===== src/common/t8c_pkg.sv =====
`default_nettype none
package t8c_pkg;
	// Word byte addresses, per channel block of 0x20
	localparam logic [7:0] T8C_CH_STRIDE = 8'h20;
	localparam logic [4:0] T8C_OFS_CTRL = 5'h00;
	localparam logic [4:0] T8C_OFS_CSR = 5'h04;
	localparam logic [4:0] T8C_OFS_TCA = 5'h08;
	localparam logic [4:0] T8C_OFS_TCB = 5'h0c;
	localparam logic [4:0] T8C_OFS_CNT = 5'h10;
	localparam logic [7:0] T8C_OFS_SCFG = 8'h40;
	// Control register fields
	localparam int T8C_CKS_LSB = 0;
	localparam int T8C_CCLR_LSB = 3;
	localparam int T8C_OVIE_BIT = 5;
	localparam int T8C_CMIEA_BIT = 6;
	localparam int T8C_CMIEB_BIT = 7;
	// Status register fields
	localparam int T8C_FLGB_BIT = 7;
	localparam int T8C_FLGA_BIT = 6;
	localparam int T8C_OVF_BIT = 5;
	// Reset values
	localparam logic [7:0] T8C_CTRL_RST = 8'h00;
	localparam logic [7:0] T8C_TC_RST = 8'hff;
	localparam logic [7:0] T8C_CNT_RST = 8'h00;
	localparam logic [7:0] T8C_SCFG_RST = 8'h00;
	// Prescaler
	localparam int T8C_DIV_W = 11;
	// Clock select codes
	localparam logic [2:0] T8C_CKS_STOP0 = 3'h0;
	localparam logic [2:0] T8C_CKS_DIV_A = 3'h1;
	localparam logic [2:0] T8C_CKS_DIV_B = 3'h2;
	localparam logic [2:0] T8C_CKS_DIV_C = 3'h3;
	localparam logic [2:0] T8C_CKS_STOP1 = 3'h4;
	localparam logic [2:0] T8C_CKS_EXT_R = 3'h5;
	localparam logic [2:0] T8C_CKS_EXT_F = 3'h6;
	localparam logic [2:0] T8C_CKS_EXT_B = 3'h7;
	// Clear codes
	localparam logic [1:0] T8C_CLR_NONE = 2'h0;
	localparam logic [1:0] T8C_CLR_CMA = 2'h1;
	localparam logic [1:0] T8C_CLR_CMB = 2'h2;
	localparam logic [1:0] T8C_CLR_EXT = 2'h3;
	typedef enum logic [1:0] {T8C_BUS_IDLE, T8C_BUS_ACK} t8c_bus_e;
endpackage
`default_nettype wire


===== src/core/t8c_chan.sv =====
`default_nettype none
module t8c_chan
	import t8c_pkg::*;
#(
	parameter logic CH = 1'b0
) (
	// Clock and reset
	input wire logic clk,
	input wire logic resetn,
	// Control
	input wire logic [7:0] timer_control,
	input wire logic internal_prescale_pick,
	input wire logic [T8C_DIV_W-1:0] div_cnt,
	input wire logic [T8C_DIV_W-1:0] div_prev,
	// Synchronised external levels
	input wire logic ext_clk_s,
	input wire logic ext_rst_s,
	// Software writes
	input wire logic wr_tca,
	input wire logic wr_tcb,
	input wire logic wr_cnt,
	input wire logic wr_csr,
	input wire logic [7:0] wdat,
	// State
	output logic [7:0] timer_count,
	output logic [7:0] time_constant_a,
	output logic [7:0] time_constant_b,
	output logic [2:0] flags,
	output logic overflow_irq,
	output logic compare_a_irq,
	output logic compare_b_irq
);
	typedef struct packed {
		logic [7:0] cnt;
		logic [7:0] tca;
		logic [7:0] tcb;
		logic flag_a;
		logic flag_b;
		logic ovf;
		logic eclk_d;
		logic erst_d;
		logic irq_ovf;
		logic irq_cma;
		logic irq_cmb;
	} t8c_chan_s;
	t8c_chan_s st_ff, nxt_st;
	logic [2:0] cks;
	logic [1:0] cclr;
	int tap;
	logic tick, ext_rise, ext_fall, erst_rise, cma, cmb;
	always_comb begin
		cks = timer_control[T8C_CKS_LSB +: 3];
		cclr = timer_control[T8C_CCLR_LSB +: 2];
		// Tap index of divider bit whose falling edge counts
		tap = 0;
		case (cks)
			T8C_CKS_DIV_A: tap = internal_prescale_pick ? 0 : 2;
			T8C_CKS_DIV_B: tap = internal_prescale_pick ? (CH ? 6 : 4) : 5;
			T8C_CKS_DIV_C: tap = internal_prescale_pick ? (CH ? 10 : 7) : 9;
			default: tap = 0;
		endcase
		ext_rise = ext_clk_s & ~st_ff.eclk_d;
		ext_fall = ~ext_clk_s & st_ff.eclk_d;
		erst_rise = ext_rst_s & ~st_ff.erst_d;
		case (cks)
			T8C_CKS_DIV_A, T8C_CKS_DIV_B, T8C_CKS_DIV_C: tick = div_prev[tap] & ~div_cnt[tap];
			T8C_CKS_EXT_R: tick = ext_rise;
			T8C_CKS_EXT_F: tick = ext_fall;
			T8C_CKS_EXT_B: tick = ext_rise | ext_fall;
			default: tick = 1'b0;
		endcase
		cma = st_ff.tca == st_ff.cnt;
		cmb = st_ff.tcb == st_ff.cnt;
		nxt_st = st_ff;
		nxt_st.eclk_d = ext_clk_s;
		nxt_st.erst_d = ext_rst_s;
		// Clear-to-zero on write 0; hardware set below wins
		if (wr_csr) begin
			nxt_st.flag_b = st_ff.flag_b & wdat[T8C_FLGB_BIT];
			nxt_st.flag_a = st_ff.flag_a & wdat[T8C_FLGA_BIT];
			nxt_st.ovf = st_ff.ovf & wdat[T8C_OVF_BIT];
		end
		if (cma)
			nxt_st.flag_a = 1'b1;
		if (cmb)
			nxt_st.flag_b = 1'b1;
		if (tick) begin
			nxt_st.cnt = st_ff.cnt + 8'h01;
			if (st_ff.cnt == 8'hff)
				nxt_st.ovf = 1'b1;
		end
		if ((cclr == T8C_CLR_CMA && cma) || (cclr == T8C_CLR_CMB && cmb))
			nxt_st.cnt = 8'h00;
		if (cclr == T8C_CLR_EXT && erst_rise)
			nxt_st.cnt = 8'h00;
		if (wr_cnt)
			nxt_st.cnt = wdat;
		if (wr_tca)
			nxt_st.tca = wdat;
		if (wr_tcb)
			nxt_st.tcb = wdat;
		nxt_st.irq_ovf = nxt_st.ovf & timer_control[T8C_OVIE_BIT];
		nxt_st.irq_cma = nxt_st.flag_a & timer_control[T8C_CMIEA_BIT];
		nxt_st.irq_cmb = nxt_st.flag_b & timer_control[T8C_CMIEB_BIT];
	end
	always_ff @(posedge clk or negedge resetn) begin
		if (!resetn) begin
			st_ff <= '{cnt: T8C_CNT_RST, tca: T8C_TC_RST, tcb: T8C_TC_RST, default: 1'b0};
		end else begin
			st_ff <= nxt_st;
		end
	end
	assign timer_count = st_ff.cnt;
	assign time_constant_a = st_ff.tca;
	assign time_constant_b = st_ff.tcb;
	assign flags = {st_ff.flag_b, st_ff.flag_a, st_ff.ovf};
	assign overflow_irq = st_ff.irq_ovf;
	assign compare_a_irq = st_ff.irq_cma;
	assign compare_b_irq = st_ff.irq_cmb;
endmodule // t8c_chan
`default_nettype wire


===== src/core/t8c_top.sv =====
// Operation
// Select codes 000 and 100 stop the count; counter holds.
// Channel 0 code 001: divide by 8, or by 2 when pick bit set.
// Channel 0 code 010: divide by 64, or by 32 when pick bit set.
// Channel 0 code 011: divide by 1024, or by 256 when pick bit set.
// Channel 1 code 001: divide by 8, or by 2 when pick bit set.
// Channel 1 code 010: divide by 64, or by 128 when pick bit set.
// Channel 1 code 011: divide by 1024, or by 2048 when pick bit set.
// Code 101 counts external clock rising edges; pick bits ignored.
// Code 110 counts external clock falling edges.
// Code 111 counts both external clock edges.
// Clear field: 00 never, 01 on match A, 10 on match B.
// Clear code 11 zeroes counter on external reset rising edge.
// Overflow enable bit gates the overflow request.
// Match A enable bit gates the match A request.
// Match A flag sets when constant A equals counter.
// Match B enable bit gates the match B request.
// Software clears flags 7..5 by writing 0; writing 1 never sets.
// 8-bit up-counter wraps to zero and sets overflow flag.
// External inputs synchronised before edge detection; one action per edge.
// Prescales from free-running divider; counts on divided clock falling edge.
`default_nettype none
module t8c_top
	import t8c_pkg::*;
(
	// Clock and reset
	input wire logic clk,
	input wire logic resetn,
	// Wishbone slave
	input wire logic wb_cyc_i,
	input wire logic wb_stb_i,
	input wire logic wb_we_i,
	input wire logic [7:0] wb_adr_i,
	input wire logic [3:0] wb_sel_i,
	input wire logic [31:0] wb_dat_i,
	output logic [31:0] wb_dat_o,
	output logic wb_ack_o,
	// External pins, per channel
	input wire logic [1:0] ext_clk,
	input wire logic [1:0] ext_rst,
	// Interrupt requests, per channel
	output logic [1:0] overflow_irq,
	output logic [1:0] compare_a_irq,
	output logic [1:0] compare_b_irq
);
	typedef struct packed {
		t8c_bus_e bus;
		logic [31:0] rdat;
		logic [1:0][7:0] ctrl;
		logic [7:0] scfg;
		logic [T8C_DIV_W-1:0] div;
		logic [T8C_DIV_W-1:0] div_d;
		logic [1:0] eclk_m;
		logic [1:0] eclk_s;
		logic [1:0] erst_m;
		logic [1:0] erst_s;
	} t8c_top_s;
	t8c_top_s st_ff, nxt_st;
	logic [1:0] wr_tca, wr_tcb, wr_cnt, wr_csr;
	logic [1:0][7:0] cnt_v, tca_v, tcb_v;
	logic [1:0][2:0] flg_v;
	logic [1:0] irq_ovf_v, irq_cma_v, irq_cmb_v;
	logic take, wr_ok, ch;
	logic [4:0] ofs;
	logic [7:0] wb8;
	always_comb begin
		take = wb_cyc_i & wb_stb_i & (st_ff.bus == T8C_BUS_IDLE);
		wr_ok = take & wb_we_i & wb_sel_i[0];
		ch = wb_adr_i[5];
		ofs = wb_adr_i[4:0];
		wb8 = wb_dat_i[7:0];
		wr_tca = '0;
		wr_tcb = '0;
		wr_cnt = '0;
		wr_csr = '0;
		nxt_st = st_ff;
		// Free-running prescale divider
		nxt_st.div = st_ff.div + 1'b1;
		nxt_st.div_d = st_ff.div;
		// Two-flop synchronisers
		nxt_st.eclk_m = ext_clk;
		nxt_st.eclk_s = st_ff.eclk_m;
		nxt_st.erst_m = ext_rst;
		nxt_st.erst_s = st_ff.erst_m;
		nxt_st.bus = T8C_BUS_IDLE;
		if (take) begin
			nxt_st.bus = T8C_BUS_ACK;
			nxt_st.rdat = 32'h0;
			if (wb_adr_i == T8C_OFS_SCFG) begin
				nxt_st.rdat = {24'h0, st_ff.scfg};
				if (wr_ok)
					nxt_st.scfg = wb8;
			end else if (wb_adr_i[7:6] == 2'b00) begin
				case (ofs)
					T8C_OFS_CTRL: begin
						nxt_st.rdat = {24'h0, st_ff.ctrl[ch]};
						if (wr_ok)
							nxt_st.ctrl[ch] = wb8;
					end
					T8C_OFS_CSR: begin
						nxt_st.rdat = {24'h0, flg_v[ch], 5'h00};
						wr_csr[ch] = wr_ok;
					end
					T8C_OFS_TCA: begin
						nxt_st.rdat = {24'h0, tca_v[ch]};
						wr_tca[ch] = wr_ok;
					end
					T8C_OFS_TCB: begin
						nxt_st.rdat = {24'h0, tcb_v[ch]};
						wr_tcb[ch] = wr_ok;
					end
					T8C_OFS_CNT: begin
						nxt_st.rdat = {24'h0, cnt_v[ch]};
						wr_cnt[ch] = wr_ok;
					end
					default: nxt_st.rdat = 32'h0;
				endcase
			end
		end
	end
	always_ff @(posedge clk or negedge resetn) begin
		if (!resetn) begin
			st_ff <= '{bus: T8C_BUS_IDLE, ctrl: {T8C_CTRL_RST, T8C_CTRL_RST}, scfg: T8C_SCFG_RST, default: '0};
		end else begin
			st_ff <= nxt_st;
		end
	end
	genvar g;
	generate
		for (g = 0; g < 2; g++) begin : g_ch
			t8c_chan #(.CH(g == 1)) u_chan (
				.clk(clk),
				.resetn(resetn),
				.timer_control(st_ff.ctrl[g]),
				.internal_prescale_pick(st_ff.scfg[g]),
				.div_cnt(st_ff.div),
				.div_prev(st_ff.div_d),
				.ext_clk_s(st_ff.eclk_s[g]),
				.ext_rst_s(st_ff.erst_s[g]),
				.wr_tca(wr_tca[g]),
				.wr_tcb(wr_tcb[g]),
				.wr_cnt(wr_cnt[g]),
				.wr_csr(wr_csr[g]),
				.wdat(wb8),
				.timer_count(cnt_v[g]),
				.time_constant_a(tca_v[g]),
				.time_constant_b(tcb_v[g]),
				.flags(flg_v[g]),
				.overflow_irq(irq_ovf_v[g]),
				.compare_a_irq(irq_cma_v[g]),
				.compare_b_irq(irq_cmb_v[g])
			);
		end
	endgenerate
	assign wb_ack_o = (st_ff.bus == T8C_BUS_ACK);
	assign wb_dat_o = st_ff.rdat;
	assign overflow_irq = irq_ovf_v;
	assign compare_a_irq = irq_cma_v;
	assign compare_b_irq = irq_cmb_v;
endmodule // t8c_top
`default_nettype wire


===== config.mk =====
export PLATFORM = sky130hd
export DESIGN_NAME = t8c_top
export DESIGN_NICKNAME = d
export VERILOG_FILES = /design/src/common/t8c_pkg.sv /design/src/core/t8c_chan.sv /design/src/core/t8c_top.sv
export SDC_FILE = /design/constraint.sdc
export NUM_CORES = 1
export LEC_CHECK = 0
export ABC_CLOCK_PERIOD_IN_PS = 2900
export BUFFER_PORTS_ARGS = -buffer_cell sky130_fd_sc_hd__buf_4
export CORE_UTILIZATION = 40
export DETAILED_ROUTE_END_ITERATION = 8
export GPL_TIMING_DRIVEN = 1
export HOLD_SLACK_MARGIN = 0.08
export PLACE_DENSITY_LB_ADDON = 0.05
export SETUP_SLACK_MARGIN = 0.3
export SYNTH_ARGS = -nofsm -noshare
export SYNTH_HDL_FRONTEND = slang
export SYNTH_HIERARCHICAL = 1
export SYNTH_SLANG_ARGS = --single-unit

===== constraint.sdc =====
create_clock -name clk -period 2.9 [get_ports clk]
set_clock_uncertainty 0.15 [all_clocks]
set_input_delay 0.435 -clock clk [delete_from_list [all_inputs] [get_ports clk]]
set_output_delay 0.435 -clock clk [all_outputs]
set_load 0.1 [all_outputs]

==> impl_metrics.csv <==
group,metric,value,unit
clocking,h-tree-depth,4,
sta,setup_tns,0,ns
flow_run,cap_violations,0,
clocking,clock-root-buffer,"clkbuf_16",
logic_synthesis,ys_warn_count,6,
sta,maxSlewHeadroom,52.5,%
sta,rsz0062_at_grt,"false",
critical_path,r2r_end,"g_ch[0].u_chan/timer_count[0]",
routing,drc,0,
sta,slew_viol_final,0,
critical_path,endpoint_kind,"flip-flop",
routing,avgRoutedWirePerCell,19.6,um
global_route,grt_overflow,0,
clocking,clk_pin_slew,0.06,ns
floorplanning,start_util,40.9,%
critical_path,crit_chain,"xor2_1, nor4_2, nand2_1, o311ai_4, or2_2, a2bb2oi_1",
logic_synthesis,synth_area_per_cell,10.9,um2
clocking,clk_latency,0.42,ns
layout,design_area,0.00815,mm2
layout,finalNonFillerCells,914,
placement,placed_area,0.00740,mm2
routing,viasPerCell,5.32,
min_path,min-delay-path-class,"in -> reg",
logic_synthesis,syn_inst,679,
floorplanning,ios,92,
sta,period_needed,2.49,ns
global_route,antenna_found_initial,0,
critical_path,critPathRequiredTime,3.08,ns
clocking,cts_tree,"done",
sta,tightest_slew,0.711,ns
sta,post-route-period-util,86.0,%
critical_path,crit-reg2reg-launch,"g_ch[0].u_chan/timer_count[2]",
layout,n_antenna_cell,0,
run_status,outcome,"complete, no violations",
critical_path,worst_ep_arrival_time,2.68,ns
routing,dr.pass1.iters,4,
floorplanning,die-area,0.0190,mm2
clocking,numCtsBuffers,17,
layout,layout-area-overhead-vs-synth,10.6,%
layout,drive_above_1_share,35.9,%
clocking,cts.sinks,124,
floorplanning,fp.coreArea,0.0180,mm2
placement,buffer_ports.inserted,40,
critical_path,crit_path_start_kind,"flip-flop",
layout,nets,732,
critical_path,crit_type,"reg -> reg",
critical_path,ff2ff_path_depth,6,
clocking,clk_path_buf_depth,2,
power_and_ir_drop,powerDensity,599,mW/mm2
routing,final_antenna_net_count,0,
critical_path,slowest_stage,"o311ai_4",
sta,hold_viol,0,
global_route,grt_use_total,20.2,%
logic_synthesis,synth_area,0.00737,mm2
critical_path,r2r_slack,0.41,ns
routing,via_count,4862,
layout,layout_common_cells,"92 x dfrtp_1, 72 x mux2_2, 64 x buf_4, 36 x nand3_1, 36 x nand2_1",
min_path,hold_path_depth,3,
sta,worst_slack,0.406,ns
placement,dp.cells,875,
layout,fillers,1693,
global_route,grt_pass1_wl,28.0,mm
layout,final_common_cell,"dfrtp_1",
floorplanning,die_w,138,um
placement,gp_congestion,0.820,
sta,setup_viol,0,
global_route,grt_pass1_vias,4891,
global_route,grt_max_degree,56,
sta,fmax,401,MHz
routing,drt-total-wl,17.9,mm
min_path,min_to,"g_ch[0].u_chan/timer_count[1]",
placement,pre_cts_slack,0.416,ns
floorplanning,rows,49,
min_path,hp-start,"wb_dat_i[1]",
routing,drt_iter0_markers,262,
critical_path,slowest_delay,0.63,ns
power_and_ir_drop,ir_worst_vdd,0.387,mV
placement,dp_hpwl,13.1,mm
critical_path,critPathMaxFanout,15,
power_and_ir_drop,power.leakage,0.00379,uW
floorplanning,die_h,138,um
area by class of cell:
type                    count  area, um2  share of cell area, %
inverters                  27        101                   1.24
clock inverters            12        208                   2.55
repair buffers             71        571                   7.00
clock buffers              20        467                   5.73
multi-input cells         431       3380                   41.4
flip-flops and latches    124       3140                   38.6
well taps                 229        287                   3.51
routing by layer:
metal	vias up	part of all wire, %	global-route usage (%)
met1	2441	44	25.6
met5	-	0	0
li1	2292	-	-
met4	0	1.2	6.10
met3	17	4.5	4.19
met2	112	51	34.3
critical path, delay by kind of cell (launching register included):
family / cells / cell delay [ns]
simple gates: 3 / 0.75
compound gates: 2 / 0.79
flops: 1 / 0.50
xor+xnor: 1 / 0.22
worst max-delay path by stage:
| stage | start | end |
|---|---|---|
| after floorplan | st_ff[86] | g_ch[1].u_chan/timer_count[5] |
| after global placement | st_ff[31] | g_ch[1].u_chan/overflow_irq |
| after detailed placement | wb_sel_i[0] | g_ch[0].u_chan/timer_count[0] |
| after CTS | st_ff[31] | g_ch[1].u_chan/overflow_irq |
| after global routing | g_ch[0].u_chan/timer_count[2] | g_ch[0].u_chan/timer_count[1] |
| final | g_ch[0].u_chan/timer_count[2] | g_ch[0].u_chan/timer_count[0] |
report_power, final:
group / internal [uW] / switching (uW) / leakage, uW / total (uW)
Sequential: 1780 / 54.8 / 0.00153 / 1830
Combinational: 180 / 454 / 0.00194 / 634
Clock: 1600 / 809 / 0.000319 / 2410
Total: 3560 / 1320 / 0.00379 / 4880
repair_timing:
item	in CTS	in global routing
setup buffers	0	2
hold buffers	5	0
endpoints found under the hold margin	25	0
setup endpoints to repair	0	1
resized for setup	0	0
per-stage QoR:
step / total power [uW] / util, % / hold WS [ns]
3_5_place_dp: 2500 / 41.1 / 0.186
4_1_cts: 4940 / 45.1 / 0.181
5_1_grt: 5060 / 45.2 / 0.192
2_1_floorplan: 2330 / - / -0.0106
3_3_place_gp: 2490 / 41.1 / 0.184
6_report: 4880 / 45.2 / 0.194
Power figures use the tool's default switching activity.
